--- src/pta_pkg.sv ---
// constants, register map and message decode for the ptp time adjust and rx classifier
// assumes a 32-bit register port and a byte-wide receive frame stream
package pta_pkg;

	// ==================================================================
	// register map (byte addresses)
	localparam int ADDR_W = 8;
	localparam logic [7:0] REG_SYSTIME_LOW = 8'h00;
	localparam logic [7:0] REG_SYSTIME_HIGH = 8'h04;
	localparam logic [7:0] REG_INC_CFG = 8'h08;
	localparam logic [7:0] REG_OFF_LOW = 8'h0c;
	localparam logic [7:0] REG_OFF_HIGH = 8'h10;
	localparam logic [7:0] REG_RX_CTRL = 8'h14;
	localparam logic [7:0] REG_RX_TS_LOW = 8'h18;
	localparam logic [7:0] REG_RX_TS_HIGH = 8'h1c;
	localparam logic [7:0] REG_RX_SEQ = 8'h20;
	localparam logic [7:0] REG_RX_SRC_LOW = 8'h24;
	localparam logic [7:0] REG_RX_SRC_HIGH = 8'h28;
	localparam logic [7:0] REG_IRQ_STAT = 8'h2c;
	localparam logic [7:0] REG_IRQ_MASK = 8'h30;
	localparam logic [7:0] REG_ETYPE = 8'h34;
	localparam logic [7:0] REG_LAST_MSG = 8'h38;

	// ==================================================================
	// fields and reset values
	localparam int INC_PERIOD_LSB = 24;
	localparam int CTRL_EN_BIT = 0;
	localparam int CTRL_V2_BIT = 1;
	localparam int CTRL_MSG_LSB = 8;
	localparam int OFF_SIGN_BIT = 31;
	localparam int IRQ_W = 3;
	localparam int IRQ_STAMPED = 0;
	localparam int IRQ_PTP_SEEN = 1;
	localparam int IRQ_MISSED = 2;
	localparam logic [31:0] INC_CFG_RESET = 32'h0000_0000;
	localparam logic [31:0] RX_CTRL_RESET = 32'h0000_0000;
	localparam logic [15:0] ETYPE_RESET = 16'h88f7;

	// ==================================================================
	// frame layout
	localparam logic [15:0] ETYPE_VLAN = 16'h8100;
	localparam logic [15:0] ETYPE_IP4 = 16'h0800;
	localparam logic [15:0] ETYPE_IP6 = 16'h86dd;
	localparam logic [7:0] IP_PROTO_UDP = 8'h11;
	localparam logic [15:0] UDP_PORT_EVENT = 16'h013f;
	localparam logic [15:0] UDP_PORT_GENERAL = 16'h0140;
	localparam logic [10:0] L2_BASE = 11'h00e;
	localparam logic [10:0] VLAN_BASE = 11'h012;
	localparam logic [10:0] IP4_PROTO_OFF = 11'h009;
	localparam logic [10:0] IP6_NH_OFF = 11'h006;
	localparam logic [10:0] IP6_HDR_LEN = 11'h028;
	localparam logic [10:0] UDP_PORT_OFF = 11'h002;
	localparam logic [10:0] UDP_HDR_LEN = 11'h008;
	localparam logic [10:0] PTP_ID_OFF = 11'h000;
	localparam logic [10:0] PTP_VER_OFF = 11'h001;
	localparam logic [10:0] PTP_SRC_FIRST = 11'h016;
	localparam logic [10:0] PTP_SRC_LAST = 11'h01d;
	localparam logic [10:0] PTP_SEQ_FIRST = 11'h01e;
	localparam logic [10:0] PTP_SEQ_LAST = 11'h01f;
	localparam logic [10:0] PTP_CTRL_OFF = 11'h020;

	// ==================================================================
	// message codes
	localparam logic [3:0] PTP_VER1 = 4'h1;
	localparam logic [3:0] PTP_VER2 = 4'h2;
	localparam logic [7:0] V1_EVENT_LAST = 8'h01;
	localparam logic [7:0] V1_CODE_LAST = 8'h04;
	localparam logic [3:0] V2_EVENT_LAST = 4'h3;
	localparam logic [3:0] V2_PATH_REQ = 4'h2;
	localparam logic [3:0] V2_PATH_RESP = 4'h3;
	localparam logic [3:0] V2_UNUSED_LO = 4'h4;
	localparam logic [3:0] V2_UNUSED_LO_END = 4'h7;
	localparam logic [3:0] V2_UNUSED_HI = 4'he;

	typedef enum logic [1:0] {KIND_NONE, KIND_L2, KIND_IP4, KIND_IP6} pta_kind_t;

	// returns {reserved, event} for a message code of either version
	function automatic logic [1:0] pta_msg_class(input logic is_v2, input logic [7:0] code);
		logic rsv;
		logic evt;
		if (is_v2) begin
			rsv = (code[3:0] >= V2_UNUSED_LO && code[3:0] <= V2_UNUSED_LO_END) ||
				(code[3:0] >= V2_UNUSED_HI);
			evt = code[3:0] <= V2_EVENT_LAST;
		end else begin
			rsv = code > V1_CODE_LAST;
			evt = code <= V1_EVENT_LAST;
		end
		return {rsv, evt};
	endfunction : pta_msg_class

endpackage : pta_pkg

--- src/pta_ptp_core.sv ---
// register file, system time adjust and receive ptp classifier with timestamp capture
// assumes a byte stream from the receive datapath, synchronous to core_clk
// How it works
// - high word write adds offset to time
// - v1 only over udp ipv4; v2 wider
// - check version before choosing type field
// - v1: compare control byte at 32
// - v2: compare message id at byte 0
// - v1 codes 0-4 known, rest reserved
// - v2 codes 0-3 event, 8-d general
// - v2 mode always stamps path delay messages
// - other header fields share positions both versions
// - stamp frozen until read; later frames skipped
// - udp ports 319 event, 320 general
// - time advances by increment every period
module pta_ptp_core
	import pta_pkg::*;
(
	// clock and reset
	input wire logic core_clk,
	input wire logic reset,
	// register port
	input wire logic [ADDR_W-1:0] reg_addr,
	input wire logic [31:0] reg_wdata,
	input wire logic reg_write,
	input wire logic reg_read,
	output logic [31:0] reg_rdata,
	// receive frame stream
	input wire logic rx_valid,
	input wire logic rx_sof,
	input wire logic rx_eof,
	input wire logic [7:0] rx_data,
	// interrupt
	output logic irq
);

	// ==================================================================
	// register port decode
	logic wr_inc, wr_sys_high, wr_off_low, wr_off_high, wr_ctrl, wr_mask, wr_etype;
	logic rd_sys_low, rd_ts_high, rd_stat;
	logic [31:0] inc_cfg_reg, off_low_reg, off_high_reg, ctrl_reg, sys_shadow_reg;
	logic [15:0] etype_reg;
	logic [IRQ_W-1:0] irq_stat_reg, irq_mask_reg, irq_ev;
	logic [63:0] sys_time;
	logic [31:0] rd_next;

	assign wr_inc = reg_write && reg_addr == REG_INC_CFG;
	assign wr_sys_high = reg_write && reg_addr == REG_SYSTIME_HIGH;
	assign wr_off_low = reg_write && reg_addr == REG_OFF_LOW;
	assign wr_off_high = reg_write && reg_addr == REG_OFF_HIGH;
	assign wr_ctrl = reg_write && reg_addr == REG_RX_CTRL;
	assign wr_mask = reg_write && reg_addr == REG_IRQ_MASK;
	assign wr_etype = reg_write && reg_addr == REG_ETYPE;
	assign rd_sys_low = reg_read && reg_addr == REG_SYSTIME_LOW;
	assign rd_ts_high = reg_read && reg_addr == REG_RX_TS_HIGH;
	assign rd_stat = reg_read && reg_addr == REG_IRQ_STAT;

	always_ff @(posedge core_clk or posedge reset) begin
		if (reset) begin
			inc_cfg_reg <= INC_CFG_RESET;
			off_low_reg <= 32'h0;
			off_high_reg <= 32'h0;
			ctrl_reg <= RX_CTRL_RESET;
			irq_mask_reg <= '0;
			etype_reg <= ETYPE_RESET;
		end else begin
			if (wr_inc) inc_cfg_reg <= reg_wdata;
			if (wr_off_low) off_low_reg <= reg_wdata;
			if (wr_off_high) off_high_reg <= reg_wdata;
			if (wr_ctrl) ctrl_reg <= reg_wdata;
			if (wr_mask) irq_mask_reg <= reg_wdata[IRQ_W-1:0];
			if (wr_etype) etype_reg <= reg_wdata[15:0];
		end
	end

	// high word read returns the copy taken when the low word was read
	always_ff @(posedge core_clk or posedge reset) begin
		if (reset) begin
			sys_shadow_reg <= 32'h0;
		end else if (rd_sys_low) begin
			sys_shadow_reg <= sys_time[63:32];
		end
	end

	// ==================================================================
	// system time; adjust fires on the high word write, using the low word held
	pta_systime #(
		.PERIOD_W(8),
		.INCV_W(24)
	) u_systime (
		.core_clk(core_clk),
		.reset(reset),
		.inc_period(inc_cfg_reg[31:INC_PERIOD_LSB]),
		.inc_value(inc_cfg_reg[INC_PERIOD_LSB-1:0]),
		.set_high(wr_sys_high),
		.set_high_data(reg_wdata),
		.adj_apply(wr_off_high),
		.adj_neg(reg_wdata[OFF_SIGN_BIT]),
		.adj_mag({reg_wdata[OFF_SIGN_BIT-1:0], off_low_reg}),
		.sys_time(sys_time)
	);

	// ==================================================================
	// frame parser
	logic [10:0] cnt_reg, idx, base_reg, udp_reg, ptp_reg, off;
	logic [7:0] hi_reg, b0_reg, b1_reg, ctl_reg;
	logic [15:0] type_word, seq_sh_reg;
	logic [63:0] src_sh_reg, sof_time_reg;
	pta_kind_t kind_reg;
	logic proto_reg, ptp_ok_reg, have_ctl_reg, in_ptp;

	assign idx = rx_sof ? 11'h0 : cnt_reg;
	assign off = idx - ptp_reg;
	assign type_word = {hi_reg, rx_data};
	assign in_ptp = ptp_ok_reg && !rx_sof && idx >= ptp_reg;

	always_ff @(posedge core_clk or posedge reset) begin
		if (reset) begin
			cnt_reg <= 11'h0;
			base_reg <= L2_BASE;
			udp_reg <= 11'h0;
			ptp_reg <= 11'h0;
			hi_reg <= 8'h0;
			kind_reg <= KIND_NONE;
			proto_reg <= 1'b0;
			ptp_ok_reg <= 1'b0;
		end else if (rx_valid) begin
			if (idx != 11'h7ff) cnt_reg <= idx + 11'h1;
			if (rx_sof) begin
				base_reg <= L2_BASE;
				kind_reg <= KIND_NONE;
				proto_reg <= 1'b0;
				ptp_ok_reg <= 1'b0;
			end
			if (idx == base_reg - 11'h2) hi_reg <= rx_data;
			if (idx == base_reg - 11'h1) begin
				if (type_word == ETYPE_VLAN && base_reg == L2_BASE) begin
					base_reg <= VLAN_BASE;
				end else if (type_word == etype_reg) begin
					kind_reg <= KIND_L2;
					ptp_ok_reg <= 1'b1;
					ptp_reg <= base_reg;
				end else if (type_word == ETYPE_IP4) begin
					kind_reg <= KIND_IP4;
				end else if (type_word == ETYPE_IP6) begin
					kind_reg <= KIND_IP6;
				end
			end
			if (kind_reg == KIND_IP4 && idx == base_reg) begin
				udp_reg <= base_reg + {5'h0, rx_data[3:0], 2'b00};
			end
			if (kind_reg == KIND_IP4 && idx == base_reg + IP4_PROTO_OFF) begin
				proto_reg <= rx_data == IP_PROTO_UDP;
			end
			if (kind_reg == KIND_IP6 && idx == base_reg + IP6_NH_OFF) begin
				proto_reg <= rx_data == IP_PROTO_UDP;
				udp_reg <= base_reg + IP6_HDR_LEN;
			end
			if (proto_reg && idx == udp_reg + UDP_PORT_OFF) hi_reg <= rx_data;
			if (proto_reg && idx == udp_reg + UDP_PORT_OFF + 11'h1 &&
				(type_word == UDP_PORT_EVENT || type_word == UDP_PORT_GENERAL)) begin
				ptp_ok_reg <= 1'b1;
				ptp_reg <= udp_reg + UDP_HDR_LEN;
			end
		end
	end

	// header fields sit at the same place for both versions
	always_ff @(posedge core_clk or posedge reset) begin
		if (reset) begin
			b0_reg <= 8'h0;
			b1_reg <= 8'h0;
			ctl_reg <= 8'h0;
			src_sh_reg <= 64'h0;
			seq_sh_reg <= 16'h0;
			have_ctl_reg <= 1'b0;
		end else if (rx_valid) begin
			if (rx_sof) have_ctl_reg <= 1'b0;
			if (in_ptp && off == PTP_ID_OFF) b0_reg <= rx_data;
			if (in_ptp && off == PTP_VER_OFF) b1_reg <= rx_data;
			if (in_ptp && off >= PTP_SRC_FIRST && off <= PTP_SRC_LAST) begin
				src_sh_reg <= {src_sh_reg[55:0], rx_data};
			end
			if (in_ptp && off >= PTP_SEQ_FIRST && off <= PTP_SEQ_LAST) begin
				seq_sh_reg <= {seq_sh_reg[7:0], rx_data};
			end
			if (in_ptp && off == PTP_CTRL_OFF) begin
				ctl_reg <= rx_data;
				have_ctl_reg <= 1'b1;
			end
		end
	end

	// stamp point is the first byte, as near the line as this block sees
	always_ff @(posedge core_clk or posedge reset) begin
		if (reset) begin
			sof_time_reg <= 64'h0;
		end else if (rx_valid && rx_sof) begin
			sof_time_reg <= sys_time;
		end
	end

	// ==================================================================
	// classification at end of frame
	logic is_v1, is_v2, v2_mode, frame_ptp, type_hit, frame_end, capture, missed;
	logic ts_locked_reg;
	logic [7:0] msg_val, msg_code;

	assign is_v1 = b1_reg[3:0] == PTP_VER1;
	assign is_v2 = b1_reg[3:0] == PTP_VER2;
	assign v2_mode = ctrl_reg[CTRL_V2_BIT];
	assign msg_val = ctrl_reg[CTRL_MSG_LSB+7:CTRL_MSG_LSB];
	assign msg_code = is_v2 ? {4'h0, b0_reg[3:0]} : ctl_reg;
	assign frame_ptp = ptp_ok_reg && have_ctl_reg &&
		((is_v1 && kind_reg == KIND_IP4) || is_v2);
	always_comb begin
		if (v2_mode) begin
			type_hit = is_v2 && (b0_reg[3:0] == msg_val[3:0] ||
				b0_reg[3:0] == V2_PATH_REQ || b0_reg[3:0] == V2_PATH_RESP);
		end else begin
			type_hit = is_v1 && ctl_reg == msg_val;
		end
	end
	assign frame_end = rx_valid && rx_eof && !rx_sof;
	assign capture = frame_end && ctrl_reg[CTRL_EN_BIT] && frame_ptp && type_hit &&
		!ts_locked_reg;
	assign missed = frame_end && ctrl_reg[CTRL_EN_BIT] && frame_ptp && type_hit &&
		ts_locked_reg;

	// ==================================================================
	// timestamp capture and lock
	logic [63:0] rx_ts_reg, rx_src_reg;
	logic [15:0] rx_seq_reg;
	logic [9:0] last_msg_reg;

	always_ff @(posedge core_clk or posedge reset) begin
		if (reset) begin
			ts_locked_reg <= 1'b0;
			rx_ts_reg <= 64'h0;
			rx_src_reg <= 64'h0;
			rx_seq_reg <= 16'h0;
		end else if (capture) begin
			ts_locked_reg <= 1'b1;
			rx_ts_reg <= sof_time_reg;
			rx_src_reg <= src_sh_reg;
			rx_seq_reg <= seq_sh_reg;
		end else if (rd_ts_high) begin
			ts_locked_reg <= 1'b0;
		end
	end

	// last seen message: {reserved, event, code}
	always_ff @(posedge core_clk or posedge reset) begin
		if (reset) begin
			last_msg_reg <= 10'h0;
		end else if (frame_end && frame_ptp) begin
			last_msg_reg <= {pta_msg_class(is_v2, msg_code), msg_code};
		end
	end

	// ==================================================================
	// interrupts: set wins over read-clear
	assign irq_ev = {missed, frame_end && frame_ptp, capture};

	always_ff @(posedge core_clk or posedge reset) begin
		if (reset) begin
			irq_stat_reg <= '0;
		end else begin
			irq_stat_reg <= (rd_stat ? '0 : irq_stat_reg) | irq_ev;
		end
	end

	assign irq = |(irq_stat_reg & irq_mask_reg);

	// ==================================================================
	// read data, one cycle after the strobe; unmapped reads zero
	always_comb begin
		unique case (reg_addr)
			REG_SYSTIME_LOW: rd_next = sys_time[31:0];
			REG_SYSTIME_HIGH: rd_next = sys_shadow_reg;
			REG_INC_CFG: rd_next = inc_cfg_reg;
			REG_OFF_LOW: rd_next = off_low_reg;
			REG_OFF_HIGH: rd_next = off_high_reg;
			REG_RX_CTRL: rd_next = ctrl_reg;
			REG_RX_TS_LOW: rd_next = rx_ts_reg[31:0];
			REG_RX_TS_HIGH: rd_next = rx_ts_reg[63:32];
			REG_RX_SEQ: rd_next = {16'h0, rx_seq_reg};
			REG_RX_SRC_LOW: rd_next = rx_src_reg[31:0];
			REG_RX_SRC_HIGH: rd_next = rx_src_reg[63:32];
			REG_IRQ_STAT: rd_next = {{(32-IRQ_W){1'b0}}, irq_stat_reg};
			REG_IRQ_MASK: rd_next = {{(32-IRQ_W){1'b0}}, irq_mask_reg};
			REG_ETYPE: rd_next = {16'h0, etype_reg};
			REG_LAST_MSG: rd_next = {21'h0, ts_locked_reg, last_msg_reg};
			default: rd_next = 32'h0;
		endcase
	end

	always_ff @(posedge core_clk or posedge reset) begin
		if (reset) begin
			reg_rdata <= 32'h0;
		end else begin
			reg_rdata <= reg_read ? rd_next : 32'h0;
		end
	end

	// ==================================================================
	// checks
	property p_lock_hold;
		@(posedge core_clk) disable iff (reset)
		ts_locked_reg && !rd_ts_high |=>
			ts_locked_reg && rx_ts_reg == $past(rx_ts_reg) && rx_seq_reg == $past(rx_seq_reg);
	endproperty
	a_lock_hold: assert property (p_lock_hold) else $error("locked stamp changed");

	property p_v1_udp4;
		@(posedge core_clk) disable iff (reset)
		capture && is_v1 |-> kind_reg == KIND_IP4 && !v2_mode;
	endproperty
	a_v1_udp4: assert property (p_v1_udp4) else $error("v1 stamped off udp ipv4");

	property p_v1_ctrl;
		@(posedge core_clk) disable iff (reset)
		capture && !v2_mode |-> is_v1 && ctl_reg == msg_val;
	endproperty
	a_v1_ctrl: assert property (p_v1_ctrl) else $error("v1 control mismatch");

	property p_v2_id;
		@(posedge core_clk) disable iff (reset)
		capture && v2_mode |-> is_v2 && (b0_reg[3:0] == msg_val[3:0] ||
			b0_reg[3:0] == V2_PATH_REQ || b0_reg[3:0] == V2_PATH_RESP);
	endproperty
	a_v2_id: assert property (p_v2_id) else $error("v2 id mismatch");

	property p_path_stamp;
		@(posedge core_clk) disable iff (reset)
		frame_end && frame_ptp && v2_mode && is_v2 && ctrl_reg[CTRL_EN_BIT] &&
			!ts_locked_reg && (b0_reg[3:0] == V2_PATH_REQ || b0_reg[3:0] == V2_PATH_RESP)
			|=> ts_locked_reg && rx_ts_reg == $past(sof_time_reg);
	endproperty
	a_path_stamp: assert property (p_path_stamp) else $error("path delay not stamped");

	property p_fields;
		@(posedge core_clk) disable iff (reset)
		capture |=> rx_src_reg == $past(src_sh_reg) && rx_seq_reg == $past(seq_sh_reg);
	endproperty
	a_fields: assert property (p_fields) else $error("identity not latched");

	property p_udp_port;
		@(posedge core_clk) disable iff (reset)
		$rose(ptp_ok_reg) && kind_reg != KIND_L2 |->
			$past(type_word) == UDP_PORT_EVENT || $past(type_word) == UDP_PORT_GENERAL;
	endproperty
	a_udp_port: assert property (p_udp_port) else $error("udp port not ptp");

	property p_v2_class;
		@(posedge core_clk) disable iff (reset)
		frame_end && frame_ptp && is_v2 && b0_reg[3:0] >= V2_UNUSED_HI |=>
			last_msg_reg[9] && !last_msg_reg[8];
	endproperty
	a_v2_class: assert property (p_v2_class) else $error("unused v2 code not flagged");

	property p_stat_clear;
		@(posedge core_clk) disable iff (reset)
		rd_stat && irq_ev == '0 |=> irq_stat_reg == '0 ##1 1'b1;
	endproperty
	a_stat_clear: assert property (p_stat_clear) else $error("status not cleared by read");

endmodule : pta_ptp_core

--- src/pta_systime.sv ---
// 64-bit system time counter with periodic increment and signed offset adjust
// assumes a free-running clock and one-cycle set and adjust strobes
module pta_systime
	import pta_pkg::*;
#(
	parameter int PERIOD_W = 8,
	parameter int INCV_W = 24
) (
	// clock and reset
	input wire logic core_clk,
	input wire logic reset,
	// increment setup
	input wire logic [PERIOD_W-1:0] inc_period,
	input wire logic [INCV_W-1:0] inc_value,
	// direct load of the high word
	input wire logic set_high,
	input wire logic [31:0] set_high_data,
	// offset adjust
	input wire logic adj_apply,
	input wire logic adj_neg,
	input wire logic [62:0] adj_mag,
	// time out
	output logic [63:0] sys_time
);

	// ==================================================================
	// increment timing
	logic [PERIOD_W-1:0] per_cnt_reg;
	logic inc_fire;
	logic [63:0] inc_amt;
	logic [63:0] adj_amt;
	logic [63:0] time_next;

	assign inc_fire = (inc_period != '0) && (per_cnt_reg >= inc_period - 1'b1);

	always_ff @(posedge core_clk or posedge reset) begin
		if (reset) begin
			per_cnt_reg <= '0;
		end else if (inc_fire || inc_period == '0) begin
			per_cnt_reg <= '0;
		end else begin
			per_cnt_reg <= per_cnt_reg + 1'b1;
		end
	end

	// ==================================================================
	// one adder chain: increment and adjust land in the same edge, never lost
	assign inc_amt = inc_fire ? {{(64-INCV_W){1'b0}}, inc_value} : 64'h0;
	assign adj_amt = adj_apply ? {1'b0, adj_mag} : 64'h0;

	always_comb begin
		if (adj_neg) begin
			time_next = sys_time + inc_amt - adj_amt;
		end else begin
			time_next = sys_time + inc_amt + adj_amt;
		end
	end

	always_ff @(posedge core_clk or posedge reset) begin
		if (reset) begin
			sys_time <= 64'h0;
		end else if (set_high) begin
			sys_time <= {set_high_data, time_next[31:0]};
		end else begin
			sys_time <= time_next;
		end
	end

	// ==================================================================
	// checks
	property p_adj_add;
		@(posedge core_clk) disable iff (reset)
		adj_apply && !adj_neg && !set_high |=>
			sys_time == $past(sys_time) + $past(inc_amt) + {1'b0, $past(adj_mag)};
	endproperty
	a_adj_add: assert property (p_adj_add) else $error("offset not added");

	property p_adj_sub;
		@(posedge core_clk) disable iff (reset)
		adj_apply && adj_neg && !set_high |=>
			sys_time == $past(sys_time) + $past(inc_amt) - {1'b0, $past(adj_mag)};
	endproperty
	a_adj_sub: assert property (p_adj_sub) else $error("offset not subtracted");

	property p_inc_step;
		@(posedge core_clk) disable iff (reset)
		inc_fire && !adj_apply && !set_high |=>
			sys_time == $past(sys_time) + {{(64-INCV_W){1'b0}}, $past(inc_value)};
	endproperty
	a_inc_step: assert property (p_inc_step) else $error("wrong increment step");

	property p_inc_gap;
		@(posedge core_clk) disable iff (reset)
		inc_fire && inc_period > 1 ##1 inc_period == $past(inc_period) |-> !inc_fire;
	endproperty
	a_inc_gap: assert property (p_inc_gap) else $error("increments too close");

	property p_idle;
		@(posedge core_clk) disable iff (reset)
		inc_period == '0 && !adj_apply && !set_high |=> sys_time == $past(sys_time);
	endproperty
	a_idle: assert property (p_idle) else $error("time moved while stopped");

endmodule : pta_systime

--- config.mk ---
export PLATFORM = sky130hd
export DESIGN_NAME = pta_ptp_core
export DESIGN_NICKNAME = d
export VERILOG_FILES = /design/src/pta_pkg.sv /design/src/pta_ptp_core.sv /design/src/pta_systime.sv
export SDC_FILE = /design/constraint.sdc
export NUM_CORES = 2
export LEC_CHECK = 0
export ABC_AREA = 1
export BUFFER_PORTS_ARGS = -buffer_cell sky130_fd_sc_hd__buf_2
export CAP_MARGIN = 20
export CELL_PAD_IN_SITES_DETAIL_PLACEMENT = 0
export CELL_PAD_IN_SITES_GLOBAL_PLACEMENT = 1
export CORE_MARGIN = 3
export CORE_UTILIZATION = 38
export CTS_CLUSTER_DIAMETER = 80
export DETAILED_ROUTE_END_ITERATION = 12
export PLACE_DENSITY_LB_ADDON = 0.1
export SLEW_MARGIN = 20
export SYNTH_ARGS = -nofsm -noshare
export SYNTH_HDL_FRONTEND = slang
export SYNTH_SLANG_ARGS = --single-unit
--- constraint.sdc ---
create_clock -name core_clk -period 19.45 [get_ports core_clk]
set_input_delay 1.945 -clock core_clk [delete_from_list [all_inputs] [get_ports core_clk]]
set_output_delay 1.945 -clock core_clk [all_outputs]
set_load 0.01 [all_outputs]
After elaboration in Yosys (flattened, before gate mapping)
Cells that the tools add are included.
{ "op_classes": {"add_sub_neg": 16, "order_cmp": 12, "n_eq_ne": 41, "muxes": 41, "bitwise_logic": 2, "reduce_logical": 73} }
{ "ops": {"columns": ["op", "count"], "rows": [
  ["case mux 32 bit (15 select lines)", 1],
  ["adder 64 bit", 2],
  ["2-to-1 mux 64 bit", 2],
  ["2-to-1 mux 11 bit", 10],
  ["== test 11 bit", 7],
  ["subtractor 64 bit", 1],
  ["2-to-1 mux 63 bit", 1],
  ["== test 8 x 6 -> 1 bit, second input constant", 7],
  ["logical AND 1 bit", 42],
  ["== test 8 x 5 -> 1 bit, second input constant", 5],
  ["== test 16 bit, second input constant", 2],
  ["== test 16 x 9 -> 1 bit, second input constant", 2],
  ["2-to-1 mux 32 bit", 1],
  ["2-to-1 mux 8 bit", 4],
  ["2-to-1 mux 24 bit", 1],
  ["adder 11 x 1 -> 11 bit, second input constant", 2],
  ["adder 11 x 4 -> 11 bit, second input constant", 2],
  ["greater-or-equal comparator 11 x 5 -> 1 bit, second input constant", 2],
  ["<= comparator 11 x 5 -> 1 bit, second input constant", 2],
  ["AND reduction 2 bit", 10],
  ["== test 16 x 12 -> 1 bit, second input constant", 1],
  ["== test 16 bit", 1],
  ["== test 8 x 4 -> 1 bit, second input constant", 2],
  ["zero test 8 bit", 2],
  ["other kinds (41)", 73]
]} }
{ "word_totals": {"regBits": 658, "input_bits": 55, "out_inout_bits": 33, "word_cells": 216} }

Depth between registers and ports, before layout
{ "depth": {"depth_word": 8, "depth_mapped": 41, "depth_no_buf": 40} }

Hierarchy
A second synthesis with hierarchy kept.
{ "unflattened": {"hier_cells": 5776, "area_unflattened_um2": 41513.6} }
{ "by_module_without_submodules": {"columns": ["mod", "instances", "cells_per_inst", "area_each_um2", "seq_area_each_um2"], "rows": [
  ["pta_ptp_core", 1, 3594, 28919.0, 14679.1],
  ["pta_systime", 1, 2182, 12594.6, 1801.7]
]} }

Worst setup path after synthesis
OpenSTA, ideal clock, no wires.
{ "synth_path": {"kind": "flip-flop to flip-flop", "from": "register inc_cfg_reg[26]", "to": "register u_systime.sys_time[63]", "setup_time_ns": 0.118, "arrival_ns": 5.447, "required_ns": 19.332, "path_slack_ns": 13.885, "path_stages_with_launch": 37, "n_path_buf": 1, "synth_period_minus_slack_ns": 5.565, "cell_sequence": "dfrtp_1 -> nor2_1 -> nand2_1 -> nor2_1 -> nand2_1 -> nor3_1 -> xor2_1 -> ha_1 -> a21oi_1 -> o21a_1 -> nand3_1 -> nand2_1 -> clkbuf_1 -> nor2_1 -> ha_1 -> nand2_1 -> a21oi_1 -> or2_2 -> or2_2 -> nand3_1 -> nand2_1 -> a21oi_1 -> inv_1 -> nand2_1 -> xor2_1 -> ha_1 -> nand2_1 -> inv_1 -> a21boi_0 -> a21boi_0 -> o21ai_0 -> nand2_1 -> nand2_1 -> a21oi_1 -> nand3_1 -> nand3_1 -> nand2_1"} }
{ "synth_via": {"elab_chain_cells": 8, "word_cells_on_any_way": 10, "classes_between": "add/sub (4); order compare (1); mux (3); reduce/logical (2)"} }
{ "synth_lines": {"columns": ["item", "line", "source"], "rows": [
  ["start: declaration", "pta_ptp_core.sv:41", "logic [31:0] inc_cfg_reg, off_low_reg, off_high_reg, ctrl_reg, sys_shadow_reg;"],
  ["start signal: assignment", "pta_ptp_core.sv:67", "if (wr_inc) inc_cfg_reg <= reg_wdata;"],
  ["subtractor 8 x 1 -> 8 bit", "pta_systime.sv:34", "assign inc_fire = (inc_period != '0) && (per_cnt_reg >= inc_period - 1'b1);"],
  ["greater-or-equal comparator 8 bit", "pta_systime.sv:34", null],
  ["logical AND 1 bit (*)", "pta_systime.sv:34", null],
  ["2-to-1 mux 24 bit (*)", "pta_systime.sv:48", "assign inc_amt = inc_fire ? {{(64-INCV_W){1'b0}}, inc_value} : 64'h0;"],
  ["adder 64 bit (*)", "pta_systime.sv:53, pta_systime.sv:55", null],
  ["adder 64 bit or subtractor 64 bit (tied branches)", "pta_systime.sv:55, pta_systime.sv:53", null],
  ["2-to-1 mux 64 bit (*)", "pta_systime.sv:52", "if (adj_neg) begin"],
  ["2-to-1 mux 64 bit (*)", "pta_systime.sv:62", "end else if (set_high) begin"],
  ["end signal: assignment", "pta_systime.sv:63", "sys_time <= {set_high_data, time_next[31:0]};"],
  ["end signal: assignment", "pta_systime.sv:65", "sys_time <= time_next;"],
  ["end: declaration", "pta_systime.sv:23", "output logic [63:0] sys_time"]
]} }
Every way passes the cells marked *; elsewhere a longest branch is shown, timed or not.
A chain may end at the register's enable or synchronous reset.

Worst setup path after layout
Same ends and word-level chain as after synthesis.

==> impl_metrics.env <==
export IMPL_outcome="finished, final reports clean"
export IMPL_r2r_slack_ns=12.18
export IMPL_cp_end_kind="flop"
export IMPL_fp_dieW_um=333.0
export IMPL_crit_start="inc_cfg_reg[26]"
export IMPL_critPathMaxStageDelay_ns=0.54
export IMPL_worstMarginPinSlew_ns=1.196
export IMPL_p_seq_share_pct=34.8
export IMPL_cts_root_buffer="clkbuf_16"
export IMPL_cp_required_ns=19.99
export IMPL_fill_cells=11180
export IMPL_grt_remaining_overflow=0
export IMPL_hold_viol=0
export IMPL_synth_cells=5587
export IMPL_synth_sequential_area_ratio_pct=40.57
export IMPL_clk_latency_ns=0.69
export IMPL_cts_setup_buffers=0
export IMPL_rsz0062_at_grt="no"
export IMPL_yosys_area_top_type="dfrtp_1"
export IMPL_track_usage_pct=30.79
export IMPL_drv_slew=0
export IMPL_synthTopCellsByCount="nand2_1, inv_1, dfrtp_1, o21ai_0, nor2_1"
export IMPL_critPathCapture="u_systime.sys_time[63]"
export IMPL_setup_tns_ns=0
export IMPL_power_internal_mw=2.873
export IMPL_ctsHoldBuffers=0
export IMPL_num_vias=38900
export IMPL_syn_avg_cell_area_um2=7.271
export IMPL_clkTransAtPathRegs_ns=0.07
export IMPL_synthTopCellsByArea="dfrtp_1, nand2_1, o21ai_0, inv_1, nor2_1"
export IMPL_synthToLayoutAreaGrowth_pct=11.16
export IMPL_numCtsBuffers=81
export IMPL_final_setup_viol_count=0
export IMPL_cts_resized=0
export IMPL_relSlewSlack_pct=19.50
export IMPL_gp_congestion=1.016
export IMPL_grt_pass1_wl_um=254300
export IMPL_finalCritPeriodShare_pct=37.40
export IMPL_synth_area_um2=40620
export IMPL_p_clk_share_pct=32.3
export IMPL_worstPathArrival_ns=7.82
export IMPL_worst_path_most_repeated_cell="nand2_1"
export IMPL_skew_ns=0.04842
export IMPL_synth_top_area_share_pct=39.79
export IMPL_via_per_inst=5.510
export IMPL_synth_warnings=0
export IMPL_clk_path_buf_depth=3
export IMPL_core_um2=105700
export IMPL_switching_power_mw=1.972
export IMPL_final_core_util_pct=42.72
export IMPL_total_leakage_power_nw=22.16
export IMPL_detailed_place_hpwl_um=133400
export IMPL_hp_class="flop to flop"
export IMPL_async_flop_share_pct=100.0
export IMPL_h_tree_depth=3
export IMPL_cts_tree="built"
export IMPL_antenna_found_initial=8
export IMPL_cp_max_fo=24
export IMPL_ir_worst_vdd_mv=0.06489
export IMPL_share_comb_of_total_power_pct=32.8
export IMPL_die_area_um2=110900
export IMPL_register_area_um2=16480
export IMPL_yosysMostFrequentCell="nand2_1"
export IMPL_layout_drive_gt1_share_pct=6.196
export IMPL_grt_pass1_vias=36600
export IMPL_routedWlPerCell_um=24.61
export IMPL_drt_total_wl_um=173700
export IMPL_critPathKind="flop to flop"
export IMPL_grt_max_degree=151
export IMPL_row_count=119
export IMPL_setup_worst_path_start_class="flop"
export IMPL_initial_core_util_pct=38.43
export IMPL_firstDrtPassIters=6
export IMPL_r2r_start="inc_cfg_reg[26]"
export IMPL_max_cap_violations=0
export IMPL_cp_slowest_cell="a21boi_0"
export IMPL_synth_ff_type="dfrtp_1"
export IMPL_synth_seq_cells=658
export IMPL_syn_num_nets=5774
export IMPL_finalCriticalPeriod_ns=7.275
export IMPL_reg2reg_to="u_systime.sys_time[63]"
export IMPL_fmax_mhz=137.5
export IMPL_multi_input_area_um2=20460
export IMPL_synth_edf_count=0
export IMPL_drtAntennaViolNets=0
export IMPL_powerDensity_nw_per_um2=107.3
export IMPL_nNetsFinal=5787
export IMPL_io_buffers=87
export IMPL_die_h_um=333.0
export IMPL_drt_first_iter_violations=4423
export IMPL_synthDistinctLibCells=56
export IMPL_reg2reg_depth=37
export IMPL_clock_sinks=658
export IMPL_p_sw_share_pct=40.69
export IMPL_drc_errors=0
export IMPL_ioPinCount=88
## placed cells by master, fill, tap and decap left out, drive strengths merged, types with 6 or more instances in the layout
cell / synthesis / routed
nand2: 1518 / 1518
inv: 780 / 785
dfrtp: 646 / 646
o21ai: 606 / 606
nor2: 517 / 517
nand3: 214 / 214
xor2: 189 / 189
nand4: 154 / 154
a21oi: 153 / 153
ha: 128 / 128
buf: 46 / 125
clkbuf: 149 / 111
nor3: 83 / 83
a221oi: 79 / 79
xnor2: 61 / 61
o211ai: 36 / 36
clkinv: 8 / 33
nor4: 27 / 27
a31oi: 27 / 27
a21o: 21 / 21
o22ai: 21 / 21
o21bai: 19 / 19
a22o: 19 / 19
or2: 14 / 14
dfstp: 12 / 12
o21a: 9 / 9
nand3b: 9 / 9
nor3b: 7 / 7
o2111ai: 6 / 6
a41oi: 6 / 6
a21boi: 6 / 6
## worst min path at each step
| stage | end | cells after the start | from | slack, ns |
|---|---|---|---|---|
| after floorplan | ptp_reg[10] | 2 | ptp_reg[10] | 0.45 |
| final | seq_sh_reg[8] | 2 | seq_sh_reg[8] | 0.48 |
| after global routing | seq_sh_reg[9] | 2 | seq_sh_reg[9] | 0.50 |
| after detailed placement | have_ctl_reg | 2 | have_ctl_reg | 0.47 |
| after CTS | seq_sh_reg[8] | 2 | seq_sh_reg[8] | 0.48 |
| after global placement | ctrl_reg[25] | 2 | ctrl_reg[25] | 0.46 |
## worst max-delay path: cells and delay by family, from the launching register on
| family | cells | cell delay, ns |
|---|---|---|
| fa+ha+maj | 4 | 1.29 |
| compound gates | 9 | 2.55 |
| simple gates | 21 | 2.16 |
| xor+xnor | 2 | 0.32 |
| flops | 1 | 0.47 |
| buf+inv | 1 | 0.34 |
## layer usage
| metal | vias up | part of all wire (%) | routed length, um | GRT usage [%] |
|---|---|---|---|---|
| met5 | - | 0.0075 | 13 | 0 |
| li1 | 18160 | - | - | - |
| met4 | 2 | 2.3 | 4063 | 7.664 |
| met2 | 1516 | 41 | 71880 | 44.24 |
| met1 | 19020 | 48 | 83450 | 47.79 |
| met3 | 209 | 8.2 | 14320 | 4.830 |
## kinds of logic (layout without fill, tap and decap cells)
group                      after synthesis  in the layout  share of synthesized area, %
AOI/OAI and AO/OA                     1013           1013                         14.34
xor gates and xnor gates               250            250                         5.519
adders and majority gates              132            132                         4.140
buffers and inverters                  983           1061                         9.289
DFF                                    658            658                         40.57
other                                    0              4                             0
and+or+nand+nor                       2551           2551                         26.14
## power by group through the flow
stage                     Combinational, mW  Clock, mW  Sequential [mW]
after CTS                              1.55       1.59             1.68
final                                  1.59       1.57             1.69
after detailed placement               1.54          0             1.70
after global placement                 1.55          0             1.70
after global routing                   1.73       1.64             1.70
after floorplan                       0.988          0             1.61
## final cells by class
class,count,share of cell area (%)
inverters,788,6.558
repair buffers,125,1.704
well taps,1391,3.854
multi-input cells,3946,45.30
diodes,4,0.02217
clock inverters,37,0.8783
flip-flops and latches,658,36.50
clock buffers,111,5.181
## through the flow
step	instances	hold WS, ns	area, um2	setup slack (ns)	power (mW)
after CTS	7056	0.4829	45140	12.37	4.820
after global placement	6907	0.4650	42370	11.87	3.253
after floorplan	5587	0.4489	40630	8.520	2.600
after global routing	7056	0.4960	45150	11.70	5.071
after detailed placement	6908	0.4672	42400	11.83	3.246
final	7060	0.4771	45160	12.18	4.845
Power figures use the tool's default switching activity.
